**config.mk**
```make
export PLATFORM = sky130hd
export DESIGN_NAME = clk_ctrl
export DESIGN_NICKNAME = d
export VERILOG_FILES = /design/src/design/clk_ctrl_pkg.sv /design/src/design/clk_div_if.sv /design/src/design/clk_switch.sv /design/src/design/clk_ctrl.sv
export VERILOG_INCLUDE_DIRS = /design/src /design/src/design
export SDC_FILE = /design/constraint.sdc
export NUM_CORES = 1
export LEC_CHECK = 0
export BUFFER_PORTS_ARGS = -buffer_cell sky130_fd_sc_hd__buf_2
export CORE_UTILIZATION = 43
export DETAILED_ROUTE_END_ITERATION = 7
export PLACE_DENSITY_LB_ADDON = 0.12
export SYNTH_ARGS = -nofsm -noshare
export SYNTH_HDL_FRONTEND = slang
export SYNTH_SLANG_ARGS = --single-unit
export TNS_END_PERCENT = 50
```
**constraint.sdc**
```tcl
create_clock -name aclk -period 5.65 [get_ports aclk]
set_clock_uncertainty 0.05 [all_clocks]
set_input_delay 0.2825 -clock aclk [delete_from_list [all_inputs] [get_ports aclk]]
set_output_delay 0.2825 -clock aclk [all_outputs]
set_load 0.005 [all_outputs]
```
**src/design/clk_ctrl_map.svh**
```systemverilog
// register offsets, field positions, reset values and main source codes of the clock control block
// assumes the including file is compiled after design/clk_ctrl_pkg.sv
//
// Functional notes
// second crystal stops only when unused by main/sub-main
// mode bit: 0 low, 1 high frequency
// aux divider codes divide by 1,2,4,8
// range field picks one of sixteen ranges
// external resistor ignores range field msb
// main source: osc, osc, second crystal, first
// main divider codes divide by 1,2,4,8
// sub-main source: osc or crystal clock
// sub-main divider codes divide by 1,2,4,8
// resistor select: internal 0, external 1
// second crystal range codes, 11 external clock
// first crystal select: source or range choice
// load capacitor codes; software keeps 00 when unused
// second crystal fault reads live fault
// first crystal fault reads live, resets one
// enable bit gates fault flag onto request
// flag reads one while interrupt pending
// software uses bit set/clear on shared registers
// flag set at reset/fault; forces osc main
// fault bits follow oscillator health automatically
// glitch-free source switch, high until new rises
// reset values 087h, 000h, 005h
// fault inputs synchronised before status use
`ifndef CLK_CTRL_MAP_SVH
`define CLK_CTRL_MAP_SVH

// ------------------------------------------------------------
// register byte addresses
// ------------------------------------------------------------
`define CC_ADDR_CTRL_ONE   8'h00
`define CC_ADDR_CTRL_TWO   8'h04
`define CC_ADDR_CTRL_THREE 8'h08
`define CC_ADDR_IRQ_EN     8'h0c
`define CC_ADDR_IRQ_FLAG   8'h10

// ------------------------------------------------------------
// reset values
// ------------------------------------------------------------
`define CC_RST_CTRL_ONE    8'h87
`define CC_RST_CTRL_TWO    8'h00
`define CC_RST_CTRL_THREE  8'h05
`define CC_RST_IRQ_EN      8'h00
`define CC_RST_IRQ_FLAG    8'h02

// ------------------------------------------------------------
// field positions
// ------------------------------------------------------------
`define CC_C1_OSC_OFF      7
`define CC_C1_HF_MODE      6
`define CC_C1_ADIV_LO      4
`define CC_C1_RANGE_MSB    3
`define CC_C2_MSRC_LO      6
`define CC_C2_MDIV_LO      4
`define CC_C2_SSRC         3
`define CC_C2_SDIV_LO      1
`define CC_C2_RES_SEL      0
`define CC_C3_XT2R_LO      6
`define CC_C3_XT1S_LO      4
`define CC_C3_CAP_LO       2
`define CC_C3_XT2_FAULT    1
`define CC_C3_XT1_FAULT    0
`define CC_IRQ_OSC_BIT     1

// ------------------------------------------------------------
// codes
// ------------------------------------------------------------
`define CC_MSRC_XT2        2'h2
`define CC_MSRC_XT1        2'h3

`endif

```
**src/design/clk_ctrl_pkg.sv**
```systemverilog
// types shared by the clock control block
// assumes nothing of its surroundings
package clk_ctrl_pkg;

   typedef enum logic [1:0] {
      SW_RUN  = 2'b00,
      SW_WOLD = 2'b01,
      SW_WNEW = 2'b10
   } sw_state_t;

   typedef enum logic [1:0] {
      AX_IDLE = 2'b00,
      AX_RESP = 2'b01
   } ax_state_t;

endpackage

```
**src/design/clk_div_if.sv**
```systemverilog
// carrier between the clock control core and its clock switch
// assumes both ends run on aclk
`timescale 1ns/1ns
interface clk_div_if;
   logic       sel_new;
   logic [1:0] div_code;
   logic       src_a;
   logic       src_b;
   logic       clk_out;
   logic       switching;
   modport ctrl (output sel_new, output div_code, output src_a, output src_b,
                 input clk_out, input switching);
   modport sw   (input sel_new, input div_code, input src_a, input src_b,
                 output clk_out, output switching);
endinterface

```
**src/design/clk_switch.sv**
```systemverilog
// glitch-free two-source clock switch with a power-of-two divider
// assumes sources are sampled levels on aclk
`timescale 1ns/1ns
module clk_switch
   import clk_ctrl_pkg::*;
(
   // clock and reset
   input  wire logic aclk,
   input  wire logic aresetn,
   // control and clocks
   clk_div_if.sw     sw_if
);

   typedef struct packed {
      sw_state_t  st;
      logic       cur;
      logic       prev_src;
      logic [2:0] cnt;
      logic       out;
   } sw_t;

   sw_t s_r;
   sw_t s_nxt;
   logic src;
   logic rise;
   logic [2:0] lim;

   always_comb begin
      src  = s_r.cur ? sw_if.src_b : sw_if.src_a;
      rise = src & ~s_r.prev_src;
      lim  = 3'(({2'b00, 1'b1} << sw_if.div_code) - 3'h1);
      s_nxt = s_r;
      s_nxt.prev_src = src;
      case (s_r.st)
         SW_RUN: begin
            if (sw_if.sel_new != s_r.cur) begin
               s_nxt.st = SW_WOLD;
            end else if (rise) begin
               if (s_r.cnt >= lim) begin
                  s_nxt.cnt = 3'h0;
                  s_nxt.out = 1'b1;
               end else begin
                  s_nxt.cnt = s_r.cnt + 3'h1;
               end
            end else if (!src && s_r.cnt == 3'h0) begin
               s_nxt.out = 1'b0;
            end
         end
         SW_WOLD: begin
            if (rise || s_r.out) begin
               s_nxt.out = 1'b1;
               s_nxt.st  = SW_WNEW;
               s_nxt.cur = sw_if.sel_new;
               s_nxt.prev_src = 1'b1;
            end
         end
         SW_WNEW: begin
            if (rise) begin
               s_nxt.st  = SW_RUN;
               s_nxt.cnt = 3'h0;
            end
         end
         default: s_nxt.st = SW_RUN;
      endcase
   end

   always_ff @(posedge aclk) begin
      if (!aresetn) begin
         s_r <= '0;
      end else begin
         s_r <= s_nxt;
      end
   end

   assign sw_if.clk_out   = s_r.out;
   assign sw_if.switching = (s_r.st != SW_RUN);

   a_switch_high: assert property (@(posedge aclk) disable iff (!aresetn)
      (s_r.st == SW_WNEW) |-> s_r.out) else $error("output fell during switch");

endmodule

```
**src/design/clk_ctrl.sv**
```systemverilog
// clock control top: registers over axi4-lite, source select, dividers, fault logic
// assumes oscillator clocks and fault inputs are asynchronous pins, sampled on aclk
`timescale 1ns/1ns
`include "clk_ctrl_map.svh"
module clk_ctrl
   import clk_ctrl_pkg::*;
#(
   parameter bit HAS_XT2 = 1'b1
)(
   // clock and reset
   input  wire logic        aclk,
   input  wire logic        aresetn,
   // axi4-lite write address
   input  wire logic [7:0]  s_axi_awaddr,
   input  wire logic        s_axi_awvalid,
   output logic             s_axi_awready,
   // axi4-lite write data
   input  wire logic [31:0] s_axi_wdata,
   input  wire logic [3:0]  s_axi_wstrb,
   input  wire logic        s_axi_wvalid,
   output logic             s_axi_wready,
   // axi4-lite write response
   output logic [1:0]       s_axi_bresp,
   output logic             s_axi_bvalid,
   input  wire logic        s_axi_bready,
   // axi4-lite read address
   input  wire logic [7:0]  s_axi_araddr,
   input  wire logic        s_axi_arvalid,
   output logic             s_axi_arready,
   // axi4-lite read data
   output logic [31:0]      s_axi_rdata,
   output logic [1:0]       s_axi_rresp,
   output logic             s_axi_rvalid,
   input  wire logic        s_axi_rready,
   // oscillator clocks
   input  wire logic        digital_osc_clk,
   input  wire logic        first_crystal_clk,
   input  wire logic        very_low_power_osc_clk,
   input  wire logic        second_crystal_clk,
   // oscillator fault pins
   input  wire logic        first_crystal_fault_in,
   input  wire logic        second_crystal_fault_in,
   // oscillator controls
   output logic             second_crystal_osc_en,
   output logic             first_crystal_hf_mode,
   output logic [3:0]       osc_range_select,
   output logic             osc_resistor_select,
   output logic [1:0]       second_crystal_range,
   output logic [1:0]       first_crystal_select,
   output logic [1:0]       crystal_load_cap,
   // clock outputs and request
   output logic             main_clk,
   output logic             sub_main_clk,
   output logic             aux_clk,
   output logic             osc_fault_irq
);

   typedef struct packed {
      ax_state_t  wst;
      ax_state_t  rst;
      logic [7:0] c1;
      logic [7:0] c2;
      logic [7:0] c3;
      logic [7:0] ie;
      logic [7:0] ifg;
      logic [3:0] s1;
      logic [3:0] s2;
      logic [1:0] sw;
      logic [1:0] bresp;
      logic [1:0] rresp;
      logic [31:0] rdata;
      logic [2:0] acnt;
      logic       aclk_q;
      logic       aux_prev;
      logic       osc_en;
      logic       irq;
   } st_t;

   st_t s_r;
   st_t s_nxt;

   clk_div_if m_if ();
   clk_div_if sm_if ();

   logic xt1_fault;
   logic xt2_fault;
   logic dco_s;
   logic lf_s;
   logic xt2_s;
   logic alt_s;
   logic [7:0] c3_rd;
   logic [7:0] wbyte;
   logic       m_uses_xt2;
   logic       s_uses_xt2;
   logic       aux_src;
   logic [2:0] alim;

   // ------------------------------------------------------------
   // synchronisers, two stages each
   // ------------------------------------------------------------
   assign xt1_fault = s_r.s2[0];
   assign xt2_fault = s_r.s2[1] & s_r.osc_en;
   assign dco_s = s_r.s2[2];
   assign lf_s  = s_r.s2[3];
   assign xt2_s = s_r.sw[1];
   assign alt_s = HAS_XT2 ? xt2_s : lf_s;

   // ------------------------------------------------------------
   // clock switches
   // ------------------------------------------------------------
   always_comb begin
      m_uses_xt2 = HAS_XT2 & (s_r.c2[`CC_C2_MSRC_LO +: 2] == `CC_MSRC_XT2)
                   & ~s_r.ifg[`CC_IRQ_OSC_BIT];
      s_uses_xt2 = HAS_XT2 & s_r.c2[`CC_C2_SSRC];
      // flag forces main clock onto the oscillator
      m_if.sel_new  = s_r.c2[`CC_C2_MSRC_LO+1] & ~s_r.ifg[`CC_IRQ_OSC_BIT];
      m_if.div_code = s_r.c2[`CC_C2_MDIV_LO +: 2];
      m_if.src_a    = dco_s;
      m_if.src_b    = (s_r.c2[`CC_C2_MSRC_LO +: 2] == `CC_MSRC_XT2) ? alt_s : lf_s;
      sm_if.sel_new  = s_uses_xt2;
      sm_if.div_code = s_r.c2[`CC_C2_SDIV_LO +: 2];
      sm_if.src_a    = dco_s;
      sm_if.src_b    = alt_s;
   end

   clk_switch u_main (
      .aclk    (aclk),
      .aresetn (aresetn),
      .sw_if   (m_if)
   );

   clk_switch u_sub (
      .aclk    (aclk),
      .aresetn (aresetn),
      .sw_if   (sm_if)
   );

   // ------------------------------------------------------------
   // next state
   // ------------------------------------------------------------
   always_comb begin
      s_nxt = s_r;
      c3_rd = {s_r.c3[7:2], xt2_fault, xt1_fault};
      wbyte = s_axi_wdata[7:0];
      s_nxt.s1 = {first_crystal_clk | very_low_power_osc_clk & 1'b0, digital_osc_clk,
                  second_crystal_fault_in, first_crystal_fault_in};
      s_nxt.s2 = s_r.s1;
      s_nxt.sw = {s_r.sw[0], second_crystal_clk};
      // second crystal stays on while a clock uses it
      s_nxt.osc_en = ~s_r.c1[`CC_C1_OSC_OFF] | m_uses_xt2 | s_uses_xt2;
      // aux divider on the first crystal path
      aux_src = lf_s;
      alim = 3'(({2'b00, 1'b1} << s_r.c1[`CC_C1_ADIV_LO +: 2]) - 3'h1);
      s_nxt.aux_prev = aux_src;
      if (aux_src && !s_r.aux_prev) begin
         if (s_r.acnt >= alim) begin
            s_nxt.acnt = 3'h0;
            s_nxt.aclk_q = 1'b1;
         end else begin
            s_nxt.acnt = s_r.acnt + 3'h1;
         end
      end else if (!aux_src && s_r.acnt == 3'h0) begin
         s_nxt.aclk_q = 1'b0;
      end
      // write channel: address and data taken together
      s_nxt.bresp = 2'b00;
      if (s_r.wst == AX_IDLE && s_axi_awvalid && s_axi_wvalid) begin
         s_nxt.wst = AX_RESP;
         if (s_axi_wstrb[0]) begin
            case (s_axi_awaddr)
               `CC_ADDR_CTRL_ONE:   s_nxt.c1 = wbyte;
               `CC_ADDR_CTRL_TWO:   s_nxt.c2 = wbyte;
               `CC_ADDR_CTRL_THREE: s_nxt.c3 = {wbyte[7:2], 2'b00};
               `CC_ADDR_IRQ_EN:     s_nxt.ie = wbyte;
               `CC_ADDR_IRQ_FLAG:   s_nxt.ifg = wbyte;
               default:             s_nxt.bresp = 2'b10;
            endcase
         end
         s_nxt.bresp = (s_axi_awaddr > `CC_ADDR_IRQ_FLAG || s_axi_awaddr[1:0] != 2'b00)
                       ? 2'b10 : 2'b00;
      end else if (s_r.wst == AX_RESP) begin
         s_nxt.bresp = s_r.bresp;
         if (s_axi_bready) begin
            s_nxt.wst = AX_IDLE;
         end
      end
      // fault sets the flag and wins over a software clear
      if (xt1_fault || xt2_fault) begin
         s_nxt.ifg[`CC_IRQ_OSC_BIT] = 1'b1;
      end
      // read channel
      if (s_r.rst == AX_IDLE && s_axi_arvalid) begin
         s_nxt.rst = AX_RESP;
         s_nxt.rresp = 2'b00;
         case (s_axi_araddr)
            `CC_ADDR_CTRL_ONE:   s_nxt.rdata = {24'h0, s_r.c1};
            `CC_ADDR_CTRL_TWO:   s_nxt.rdata = {24'h0, s_r.c2};
            `CC_ADDR_CTRL_THREE: s_nxt.rdata = {24'h0, c3_rd};
            `CC_ADDR_IRQ_EN:     s_nxt.rdata = {24'h0, s_r.ie};
            `CC_ADDR_IRQ_FLAG:   s_nxt.rdata = {24'h0, s_r.ifg};
            default: begin
               s_nxt.rdata = 32'h0;
               s_nxt.rresp = 2'b10;
            end
         endcase
      end else if (s_r.rst == AX_RESP && s_axi_rready) begin
         s_nxt.rst = AX_IDLE;
      end
      s_nxt.irq = s_r.ifg[`CC_IRQ_OSC_BIT] & s_r.ie[`CC_IRQ_OSC_BIT];
   end

   // ------------------------------------------------------------
   // state register
   // ------------------------------------------------------------
   always_ff @(posedge aclk) begin
      if (!aresetn) begin
         s_r       <= '0;
         s_r.c1    <= `CC_RST_CTRL_ONE;
         s_r.c2    <= `CC_RST_CTRL_TWO;
         s_r.c3    <= `CC_RST_CTRL_THREE;
         s_r.ie    <= `CC_RST_IRQ_EN;
         s_r.ifg   <= `CC_RST_IRQ_FLAG;
         s_r.s2    <= 4'h1;
         s_r.s1    <= 4'h1;
      end else begin
         s_r <= s_nxt;
      end
   end

   // ------------------------------------------------------------
   // outputs
   // ------------------------------------------------------------
   assign s_axi_awready = (s_r.wst == AX_IDLE) & s_axi_awvalid & s_axi_wvalid;
   assign s_axi_wready  = s_axi_awready;
   assign s_axi_bvalid  = (s_r.wst == AX_RESP);
   assign s_axi_bresp   = s_r.bresp;
   assign s_axi_arready = (s_r.rst == AX_IDLE) & s_axi_arvalid;
   assign s_axi_rvalid  = (s_r.rst == AX_RESP);
   assign s_axi_rdata   = s_r.rdata;
   assign s_axi_rresp   = s_r.rresp;
   assign second_crystal_osc_en = s_r.osc_en;
   assign first_crystal_hf_mode = s_r.c1[`CC_C1_HF_MODE];
   // msb masked when external resistor selected
   assign osc_range_select = {s_r.c1[`CC_C1_RANGE_MSB] & ~s_r.c2[`CC_C2_RES_SEL],
                              s_r.c1[2:0]};
   assign osc_resistor_select  = s_r.c2[`CC_C2_RES_SEL];
   assign second_crystal_range = s_r.c3[`CC_C3_XT2R_LO +: 2];
   assign first_crystal_select = s_r.c3[`CC_C3_XT1S_LO +: 2];
   assign crystal_load_cap     = s_r.c3[`CC_C3_CAP_LO +: 2];
   assign main_clk      = m_if.clk_out;
   assign sub_main_clk  = sm_if.clk_out;
   assign aux_clk       = s_r.aclk_q;
   assign osc_fault_irq = s_r.irq;

   // ------------------------------------------------------------
   // checks
   // ------------------------------------------------------------
   a_xt2_stays_on: assert property (@(posedge aclk) disable iff (!aresetn)
      (m_uses_xt2 || s_uses_xt2) |=> s_r.osc_en) else $error("crystal off while used");
   a_range_mask: assert property (@(posedge aclk) disable iff (!aresetn)
      s_r.c2[0] |-> !osc_range_select[3]) else $error("range msb not masked");
   a_fault_sets_flag: assert property (@(posedge aclk) disable iff (!aresetn)
      (xt1_fault || xt2_fault) |=> s_r.ifg[1]) else $error("fault flag not set");
   a_irq_gate: assert property (@(posedge aclk) disable iff (!aresetn)
      !s_r.ie[1] |=> !osc_fault_irq) else $error("request while disabled");
   a_flag_forces_osc: assert property (@(posedge aclk) disable iff (!aresetn)
      s_r.ifg[1] |-> !m_if.sel_new) else $error("main not on oscillator");
   a_fault_sync: assert property (@(posedge aclk) disable iff (!aresetn)
      $rose(s_r.s2[0]) |-> $past(first_crystal_fault_in, 2)) else $error("fault not synced");
   a_status_live: assert property (@(posedge aclk) disable iff (!aresetn)
      c3_rd[0] == s_r.s2[0]) else $error("status bit stale");
   a_hf_mode: assert property (@(posedge aclk) disable iff (!aresetn)
      first_crystal_hf_mode == s_r.c1[6]) else $error("mode bit wrong");

endmodule

```
== After elaboration in Yosys (flattened, before gate mapping) ==
Index checks and enable logic that the tools add are counted.
Operators by class
  $add $sub $neg: 6
  $lt $le $gt $ge: 4
  equality and inequality tests: 31
  shifts and indexed selects: 3
  muxes and demuxes: 47
  bitwise gates (word level): 18
  reductions and logical operators: 51
Operators with widths (count)
  $pmux W8 S5: 1
  $eq A8 B4 Y1 const B: 4
  $mux W1: 21
  $mux W3: 7
  $reduce_and A3 Y1: 7
  $ne A2 B1 Y1 const B: 10
  $reduce_bool A2 Y1: 9
  $eq A8 B3 Y1 const B: 2
  $eq A8 B5 Y1 const B: 2
  $logic_not A8 Y1: 2
  $mux W2: 8
  $mux W4: 4
  $pmux W2 S3: 2
  $pmux W3 S2: 2
  $and A1 B1 Y1: 10
  $reduce_and A5 Y1: 2
  $add A3 B1 Y3 const B: 3
  $ge A3 B3 Y1: 3
  $logic_not A3 Y1: 3
  $shl A1 B2 Y3 const A: 3
  $sub A3 B1 Y3 const B: 3
  $gt A8 B5 Y1 const B: 1
  $logic_and A1 B1 Y1: 8
  $logic_not A2 Y1: 4
  other kinds (15): 39
Storage, ports and cells
  register bits: 110
  input port bits: 65
  output and inout bits: 58
  word-level logic and storage cells: 189

== Depth between registers and ports, before layout ==
Gate-level depths: netlist of the first run.
  word-level depth: 9
  mapped depth: 7
  mapped depth without buffers: 7

== Modules after synthesis ==
Synthesis of the first run repeated with hierarchy kept, for this count alone.
Unflattened totals
  cells, all modules: 469
  area, all modules: 4225.3 um^2
Modules (own cells, without submodules)
  clk_ctrl: instances 1, cells each 352, area each 3240.6 um^2, sequential area each 1341.3 um^2
  clk_switch (u_sub): instances 1, cells each 58, area each 494.2 um^2, sequential area each 160.2 um^2
  clk_switch (u_main): instances 1, cells each 59, area each 490.5 um^2, sequential area each 160.2 um^2

== Least setup slack after synthesis of the first run ==
OpenSTA, ideal clock, no wires.
  kind: register -> register
  from: register s_r (netlist bit m_if.div_code[0])
  to: register u_main.s_r[1] (netlist name)
  library setup time: 71 ps
  arrival time: 1833 ps
  required time: 5529 ps
  setup slack: 3696 ps
  cell stages (with the launch flop): 8
  path buffers: 0
  period minus slack after synthesis: 1954 ps
  path through: dfxtp_1 -> or2_2 -> ha_1 -> nand2b_1 -> a31oi_1 -> o21ai_0 -> or3_1 -> a21oi_1
Between the ends
  longest elaborated chain between the ends: 7
Ends and longest elaborated chain
  start, declared: line clk_ctrl.sv:79  | st_t s_r;
  start signal, assigned: line clk_ctrl.sv:226  | s_r <= s_nxt;
  $shl A1 B2 Y3: line clk_switch.sv:31  | lim = 3'(({2'b00, 1'b1} << sw_if.div_code) - 3'h1);
  $sub A3 B1 Y3: line clk_switch.sv:31
  $ge A3 B3 Y1: line clk_switch.sv:39  | if (s_r.cnt >= lim) begin
  $mux W3: line clk_switch.sv:39
  $mux W3: line clk_switch.sv:38  | end else if (rise) begin
  $mux W4: line clk_switch.sv:36  | if (sw_if.sel_new != s_r.cur) begin
  $pmux W3 S2: line clk_switch.sv:34  | case (s_r.st)
  end signal, assigned: line clk_switch.sv:71  | s_r <= s_nxt;
  end, declared: line clk_switch.sv:22  | sw_t s_r;
No other way between the ends. The select of a mux whose other input is x is not followed.
A chain may end at the register's enable or synchronous reset.

== Worst setup path after layout of the first run ==
  from: register s_r[95] (netlist name)
  to: register s_r[84] (netlist name)
Between the ends
  longest elaborated chain between the ends: 4
Ends and longest elaborated chain
  $logic_not A2 Y1: line clk_ctrl.sv:167  | if (s_r.wst == AX_IDLE && s_axi_awvalid && s_axi_wvalid) begin
  $logic_and A1 B1 Y1 (2 in a row): line clk_ctrl.sv:167
  $reduce_and A3 Y1 (no line)
No other way between the ends.

==> results of run 1 <==
## flip-flops by register name, summed over array words and instances (netlist names), 2 cells and up
signal,count
s_r,32
s_axi_rdata,8
u_main.s_r,7
u_sub.s_r,7
s_nxt,5
osc_range_select,3
crystal_load_cap,2
first_crystal_select,2
m_if.div_code,2
second_crystal_range,2
## cells in the mapped netlist, types with 2 or more instances
master / instances / area share
nand3_1: 11 / 0.013
or3_1: 3 / 0.0045
o311a_1: 2 / 0.0048
inv_1: 17 / 0.015
mux2_2: 9 / 0.024
dfxtp_1: 83 / 0.40
clkbuf_1: 13 / 0.012
nand3b_1: 2 / 0.0036
o21ai_1: 11 / 0.013
a21o_1: 3 / 0.0054
nand4b_1: 5 / 0.010
or2_2: 3 / 0.0045
o21bai_1: 2 / 0.0036
mux2i_1: 36 / 0.086
and2_1: 9 / 0.013
and3_1: 2 / 0.0030
a32oi_1: 2 / 0.0042
a22oi_1: 8 / 0.014
nor2_1: 53 / 0.048
nor4_4: 2 / 0.010
buf_4: 46 / 0.083
o221ai_1: 7 / 0.015
nand2b_1: 8 / 0.012
xor2_1: 2 / 0.0042
o21ai_0: 20 / 0.024
buf_2: 5 / 0.0060
nand2_1: 21 / 0.019
nor2b_1: 10 / 0.015
a21oi_1: 19 / 0.023
xnor2_1: 2 / 0.0042
a31oi_1: 2 / 0.0030
nor3_1: 5 / 0.0060
ha_1: 15 / 0.045
## layout make-up
type,count,area (um^2)
Fill cell,954,4750
Clock buffer,10,138
Inverter,18,67.6
Clock inverter,6,88.8
Sequential cell,83,1660
Multi-Input combinational cell,321,2120
Timing Repair Buffer,69,348
Tap cell,129,161
## worst paths after layout
path | endpoint | cells after the start | startpoint | slack (ns)
setup / recovery | s_r[84]$_SDFFE_PN0P_ | 5 | s_r[95]$_SDFFE_PN0P_ | 3.39
hold / removal | s_r[93]$_SDFFE_PN0P_ | 2 | s_axi_rready | 0.04
setup reg to reg | s_r[84]$_SDFFE_PN0P_ | 5 | s_r[95]$_SDFFE_PN0P_ | 3.39
hold reg to reg | alt_s$_SDFF_PN0_ | 1 | s_nxt[44]$_SDFF_PN0_ | 0.38
## metrics by stage
| step | std cells | instance area (um^2) | hold WS [ns] |
|---|---|---|---|
| floorplan | 487 | 4270 | 0.332 |
| global placement | 620 | 4350 | 0.364 |
| detailed placement | 620 | 4350 | 0.373 |
| CTS | 636 | 4580 | 0.0379 |
| global route | 636 | 4580 | 0.0318 |
| finish | 636 | 4580 | 0.0439 |
## power by group
part           internal, mW  switching [mW]
clock                 0.261           0.220
combinational        0.0318          0.0507
sequential            0.595         0.00554
## kinds of logic after synthesis
| logic type | synth area share |
|---|---|
| multiplexers | 0.111 |
| other | 0.000898 |
| adder cells (fa/ha/maj) | 0.0450 |
| flip-flops | 0.398 |
| AND/OR/NAND/NOR | 0.178 |
| XOR/XNOR | 0.00839 |
| buffers and inverters | 0.118 |
| AO/OA/AOI/OAI | 0.141 |
## layer usage
metal  part of all wire  wire length, um  track usage
met1               0.47             4320        0.248
met5                  0                0            0
met3              0.051              475       0.0423
met4              0.012              115       0.0725
met2               0.47             4350        0.317
## placed cells by master (no fill, tap or decap), types with 10 or more instances in the layout
cell type and n:
a21oi_1 19, conb_1 26, mux2i_1 36, nor2b_1 10, o21ai_0 20, nand3_1 11
nand2_1 21, clkbuf_8 10, o21ai_1 11, nor2_1 53, inv_1 17, dfxtp_1 83
buf_2 68, ha_1 15
## worst max-delay path, stage by stage (launching register included)
cell,delay [ns]
dfxtp_1,0.33
nand3b_2,0.30
nor4_4,0.42
nand4b_1,0.62
mux2i_1,0.35
nor2_1,0.05
==> impl_metrics.prom, run 1 <==
# TYPE chip_impl_metric gauge
chip_impl_info{name="setup.worst_path.start_class",value="flip-flop"} 1
chip_impl_metric{name="numPortBuffers",unit=""} 68
chip_impl_metric{name="ir_worst_vdd",unit="mV"} 0.162
chip_impl_metric{name="worst_slew_pin_slew",unit="ns"} 0.886
chip_impl_metric{name="power.leakage",unit="nW"} 1.95
chip_impl_info{name="rsz0062_at_grt",value="false"} 1
chip_impl_metric{name="nets",unit=""} 582
chip_impl_metric{name="setup_tns",unit="ns"} 0
chip_impl_metric{name="period_needed",unit="ns"} 2.26
chip_impl_metric{name="final-hold-violation-count",unit=""} 0
chip_impl_metric{name="antenna_found_initial",unit=""} 0
chip_impl_metric{name="die_area",unit="um^2"} 10100
chip_impl_metric{name="synth_enable_flop_cells",unit=""} 0
chip_impl_metric{name="final_antenna_net_count",unit=""} 0
chip_impl_metric{name="floorplan.rows",unit=""} 35
chip_impl_metric{name="max_cap_violations",unit=""} 0
chip_impl_metric{name="ios",unit=""} 123
chip_impl_info{name="clock_tree.root_cell",value="clkbuf_8"} 1
chip_impl_metric{name="max-slew-margin-rel",unit=""} 0.405
chip_impl_metric{name="cts_num_sinks",unit=""} 83
chip_impl_metric{name="synthesis.area_per_instance",unit="um^2"} 9.03
chip_impl_info{name="status",value="finished clean"} 1
chip_impl_metric{name="placeableCoreArea",unit="um^2"} 9330
chip_impl_info{name="worst_setup_path_end_kind",value="flip-flop"} 1
chip_impl_metric{name="firstDrtPassIters",unit=""} 4
chip_impl_metric{name="die_width",unit="um"} 101
chip_impl_metric{name="grt_start_max_net_pins",unit=""} 47
chip_impl_metric{name="cts-hold-fix-buffers",unit=""} 0
chip_impl_metric{name="dp_hpwl",unit="mm"} 6.34
chip_impl_metric{name="inserted_clock_buffers",unit=""} 9
chip_impl_metric{name="post_synth_inst_count",unit=""} 462
chip_impl_metric{name="antenna-diode-count",unit=""} 0
chip_impl_metric{name="asyncSetResetFlopFracSynth",unit=""} 0
chip_impl_metric{name="cp_data_required_time",unit="ns"} 5.82
chip_impl_metric{name="fmaxAchievable",unit="GHz"} 0.442
chip_impl_info{name="ys_dominant_reg_cell",value="dfxtp_1"} 1
chip_impl_info{name="crit_type",value="reg2reg"} 1
chip_impl_metric{name="per_cell_routed_wire_length",unit="um"} 14.5
chip_impl_metric{name="via_per_inst",unit=""} 5.11
chip_impl_metric{name="dr.first_iter.drc_count",unit=""} 100
chip_impl_metric{name="post-route-period-util",unit=""} 0.401
chip_impl_metric{name="synth_cell_type_count",unit=""} 57
chip_impl_metric{name="mappedNetlistArea",unit="um^2"} 4170
chip_impl_metric{name="first_global_vias",unit=""} 3014
chip_impl_metric{name="routed_wl",unit="mm"} 9.25
chip_impl_metric{name="post_cts_resize_count",unit=""} 0
chip_impl_metric{name="layout.core_utilization",unit=""} 0.491
chip_impl_metric{name="post-layout-total-power",unit="mW"} 1.16
chip_impl_metric{name="all_layer_global_routing_usage",unit=""} 0.193
chip_impl_metric{name="synth.ff_latch_count",unit=""} 83
chip_impl_metric{name="fp.dieH",unit="um"} 101
chip_impl_metric{name="syn_to_final_growth",unit="%"} 9.74
chip_impl_metric{name="cts_max_level",unit=""} 3
chip_impl_metric{name="drc",unit=""} 0
chip_impl_metric{name="setup_ws",unit="ns"} 3.39
chip_impl_metric{name="arrival",unit="ns"} 2.43
chip_impl_metric{name="setup_violations",unit=""} 0
chip_impl_metric{name="cp_max_fo",unit=""} 8
chip_impl_metric{name="grt_first_pass_wirelength",unit="mm"} 15.0
chip_impl_info{name="holdCritPathClass",value="in2reg"} 1
chip_impl_metric{name="power_density",unit="nW/um^2"} 254
chip_impl_metric{name="synth_seq_area_share",unit=""} 0.398
chip_impl_metric{name="max-clock-path-buffers",unit=""} 2
chip_impl_metric{name="grt.overflow.total",unit=""} 0
chip_impl_metric{name="start_util",unit=""} 0.447
chip_impl_metric{name="slew_violations",unit=""} 0
chip_impl_metric{name="pre_cts_slack",unit="ns"} 3.10
chip_impl_metric{name="ys_warn_count",unit=""} 0
chip_impl_metric{name="post_cts.repair.setup_buffers",unit=""} 0
chip_impl_metric{name="drive_above_1_share",unit=""} 0.205
chip_impl_metric{name="routed-via-count",unit=""} 3253
chip_impl_metric{name="clock_pin_transition_on_the_worst_setup_and_hold_timing_paths",unit="ns"} 0.09
chip_impl_metric{name="gp_congestion",unit=""} 0.830
chip_impl_metric{name="clock_insertion_delay_worst_skew",unit="ns"} 0.36
chip_impl_info{name="tritoncts",value="built"} 1
Note: power is estimated with default switching activity, not from simulation.
==> inputs of run 2 (changes only) <==
- clock period: 5.65 -> 2.3 ns (I/O delays scaled with it)
==> run 2 against run 1 <==
- setup slack got worse by 3.2 ns
- first-iteration DRC count rose by 1.0%
- final area rose by 4.4%
- hold slack got worse by 0.021 ns
- clock power rose by 150%
- largest cell class unchanged
==> impl_metrics.prom, run 2 (synthesis gave the netlist of run 1 again) <==
# TYPE chip_impl_metric gauge
chip_impl_metric{name="setup_tns",unit="ns"} 0
chip_impl_metric{name="max_cap_violations",unit=""} 0
chip_impl_info{name="most_frequent_cells_in_the_layout",value="83 x dfxtp_1, 68 x buf_2, 53 x nor2_1, 36 x mux2i_1, 26 x conb_1"} 1
chip_impl_metric{name="power_density",unit="nW/um^2"} 602
chip_impl_info{name="timing.hold.worst_endpoint",value="s_r[88]$_SDFFE_PN0P_"} 1
chip_impl_metric{name="fp.dieH",unit="um"} 101
chip_impl_metric{name="cts_num_sinks",unit=""} 83
chip_impl_info{name="worst_r2r_startpoint",value="m_if.div_code[0]$_SDFFE_PN0P_"} 1
chip_impl_metric{name="multiInputGateArea",unit="um^2"} 2120
chip_impl_metric{name="cp_data_required_time",unit="ns"} 2.52
chip_impl_metric{name="timing.hold.worst_path_depth",unit=""} 3
chip_impl_metric{name="inserted_clock_buffers",unit=""} 9
chip_impl_info{name="clock_tree.root_cell",value="clkbuf_8"} 1
chip_impl_metric{name="arrival",unit="ns"} 2.33
chip_impl_metric{name="antenna-diode-count",unit=""} 0
chip_impl_info{name="status",value="finished clean"} 1
chip_impl_info{name="tritoncts",value="built"} 1
chip_impl_metric{name="drive_above_1_share",unit=""} 0.214
chip_impl_metric{name="antenna_found_initial",unit=""} 0
chip_impl_metric{name="firstDrtPassIters",unit=""} 4
chip_impl_metric{name="max-slew-margin-rel",unit=""} 0.444
chip_impl_info{name="r2r-end",value="u_main.s_r[1]$_SDFFE_PN0P_"} 1
chip_impl_metric{name="die_width",unit="um"} 101
chip_impl_metric{name="die_area",unit="um^2"} 10100
chip_impl_info{name="leading_cell_type_in_the_layout_fill_and_taps_excluded",value="dfxtp_1"} 1
chip_impl_info{name="crit_path_cell_trace",value="or2_2 -> ha_1 -> nand2b_1 -> a31oi_2 -> o21ai_0 -> or3_1 -> a21oi_1"} 1
chip_impl_metric{name="grt.overflow.total",unit=""} 0
chip_impl_metric{name="start_util",unit=""} 0.447
chip_impl_metric{name="worst_slew_pin_slew",unit="ns"} 0.832
chip_impl_metric{name="cp_max_fo",unit=""} 4
chip_impl_metric{name="power.leakage",unit="nW"} 2.06
chip_impl_metric{name="ir_worst_vdd",unit="mV"} 0.310
chip_impl_metric{name="per_cell_routed_wire_length",unit="um"} 14.2
chip_impl_metric{name="grt_start_max_net_pins",unit=""} 47
chip_impl_info{name="regMostFlops",value="s_r"} 1
chip_impl_metric{name="final_antenna_net_count",unit=""} 0
chip_impl_metric{name="cts_max_level",unit=""} 3
chip_impl_metric{name="max-clock-path-buffers",unit=""} 2
chip_impl_metric{name="reg2reg_slack",unit="ns"} 0.20
chip_impl_info{name="library_cell_contributing_the_largest_single_delay_on_the_critical_path",value="dfxtp_1"} 1
chip_impl_metric{name="clock_pin_transition_on_the_worst_setup_and_hold_timing_paths",unit="ns"} 0.09
chip_impl_metric{name="layoutNonFillerInstCount",unit=""} 658
chip_impl_metric{name="gp_congestion",unit=""} 0.745
chip_impl_metric{name="nets",unit=""} 604
chip_impl_metric{name="grt_first_pass_wirelength",unit="mm"} 15.1
chip_impl_metric{name="timing.critical_path.slowest_cell_delay",unit="ns"} 0.34
chip_impl_metric{name="dp_hpwl",unit="mm"} 6.61
chip_impl_metric{name="first_global_vias",unit=""} 3158
chip_impl_info{name="worst_setup_path_end_kind",value="flip-flop"} 1
chip_impl_metric{name="worst-path-buf-inv",unit=""} 0
chip_impl_metric{name="seq_area",unit="um^2"} 1660
chip_impl_metric{name="dr.first_iter.drc_count",unit=""} 101
chip_impl_metric{name="place_inst",unit=""} 628
chip_impl_info{name="min-delay-start",value="s_axi_wdata[3]"} 1
chip_impl_metric{name="routed-via-count",unit=""} 3327
chip_impl_metric{name="final-hold-violation-count",unit=""} 0
chip_impl_metric{name="cp.depth",unit=""} 7
chip_impl_metric{name="number_of_cells_traversed_by_the_worst_register_to_register_path",unit=""} 7
chip_impl_metric{name="largest_reg_flops",unit=""} 32
chip_impl_metric{name="placeableCoreArea",unit="um^2"} 9330
chip_impl_info{name="holdCritPathClass",value="in2reg"} 1
chip_impl_metric{name="ios",unit=""} 123
chip_impl_metric{name="fmaxAchievable",unit="GHz"} 0.475
chip_impl_info{name="crit_type",value="reg2reg"} 1
chip_impl_info{name="timing.critical_path.max_delay_family",value="simple AND/OR/NAND/NOR gates"} 1
chip_impl_metric{name="syn_to_final_growth",unit="%"} 14.6
chip_impl_metric{name="numPortBuffers",unit=""} 68
chip_impl_metric{name="clock_insertion_delay_worst_skew",unit="ns"} 0.35
chip_impl_metric{name="floorplan.rows",unit=""} 35
chip_impl_metric{name="all_layer_global_routing_usage",unit=""} 0.192
chip_impl_metric{name="drc",unit=""} 0
chip_impl_metric{name="post-route-period-util",unit=""} 0.915
chip_impl_metric{name="via_per_inst",unit=""} 5.06
chip_impl_metric{name="period_needed",unit="ns"} 2.10
chip_impl_info{name="rsz0062_at_grt",value="false"} 1
chip_impl_info{name="setup.worst_path.start_class",value="flip-flop"} 1
chip_impl_metric{name="setup_violations",unit=""} 0
chip_impl_metric{name="fillerInstances",unit=""} 923
chip_impl_metric{name="slew_violations",unit=""} 0
chip_impl_metric{name="routed_wl",unit="mm"} 9.34
-- run 2: changes by cell type in the layout (fill, tap and decap cells not counted) --
| cell | previous run | this run |
|---|---|---|
| clkinv_4 | 1 | 0 |
| a31oi_2 | 0 | 1 |
| clkinvlp_4 | 2 | 1 |
| buf_4 | 1 | 9 |
| a31oi_1 | 2 | 1 |
| inv_6 | 0 | 3 |
| clkbuf_8 | 10 | 9 |
| dlygate4sd3_1 | 0 | 14 |
-- run 2: worst max path at each step --
stage	start	to	slack [ns]
CTS	m_if.div_code[0]$_SDFFE_PN0P_	u_main.s_r[1]$_SDFFE_PN0P_	0.12
global route	m_if.div_code[0]$_SDFFE_PN0P_	u_main.s_r[1]$_SDFFE_PN0P_	0.09
detailed placement	m_if.div_code[0]$_SDFFE_PN0P_	u_main.s_r[1]$_SDFFE_PN0P_	0.13
floorplan	m_if.div_code[0]$_SDFFE_PN0P_	u_main.s_r[1]$_SDFFE_PN0P_	0.35
finish	m_if.div_code[0]$_SDFFE_PN0P_	u_main.s_r[1]$_SDFFE_PN0P_	0.20
global placement	m_if.div_code[0]$_SDFFE_PN0P_	u_main.s_r[1]$_SDFFE_PN0P_	0.17
-- run 2: where the power goes --
group          switching (mW)  internal [mW]  leakage, nW
registers              0.0140           1.46        0.674
logic                   0.128         0.0971         1.27
clock network           0.558          0.621        0.111
total                   0.700           2.18         2.06
-- run 2: worst reg2reg max path, cell delays in order (launching register included) --
cell	delay, ns
dfxtp_1	0.34
or2_2	0.29
ha_1	0.26
nand2b_1	0.15
a31oi_2	0.26
o21ai_0	0.20
or3_1	0.33
a21oi_1	0.14
-- run 2: area by class of cell --
| cell class | instances | share of cell area |
|---|---|---|
| sequential | 83 | 0.347 |
| tap | 129 | 0.0337 |
| inverter | 18 | 0.0141 |
| timing repair buffer | 91 | 0.115 |
| clock inverter | 7 | 0.0207 |
| multi-input combinational | 321 | 0.444 |
| clock buffer | 9 | 0.0259 |
-- run 2: through the flow --
| stage | worst slack [ns] | power [mW] | instance area (um^2) | hold WS [ns] | utilization |
|---|---|---|---|---|---|
| final | 0.196 | 2.88 | 4780 | 0.0233 | 0.513 |
| after global routing | 0.0949 | 3.01 | 4780 | 0.0222 | 0.513 |
| after CTS | 0.116 | 2.92 | 4780 | 0.00947 | 0.512 |
| after detailed placement | 0.125 | 1.72 | 4410 | 0.255 | 0.473 |
| after global placement | 0.170 | 1.71 | 4410 | 0.247 | 0.473 |
| after floorplan | 0.346 | 1.67 | 4270 | 0.164 | - |
-- run 2: timing repair --
item / in CTS / in global routing
endpoints found under the setup margin: 0 / 1
setup buffers: 0 / 0
hold buffers: 14 / 0
hold endpoints to repair: 19 / 0
resized for setup: 0 / 1
-- run 2: layer usage --
metal / global-route usage / vias to the layer above / share of wire
li1: - / 1668 / -
met1: 0.237 / 1566 / 0.46
met2: 0.336 / 84 / 0.48
met3: 0.0437 / 9 / 0.044
met4: 0.0524 / 0 / 0.011
met5: 0 / - / 0
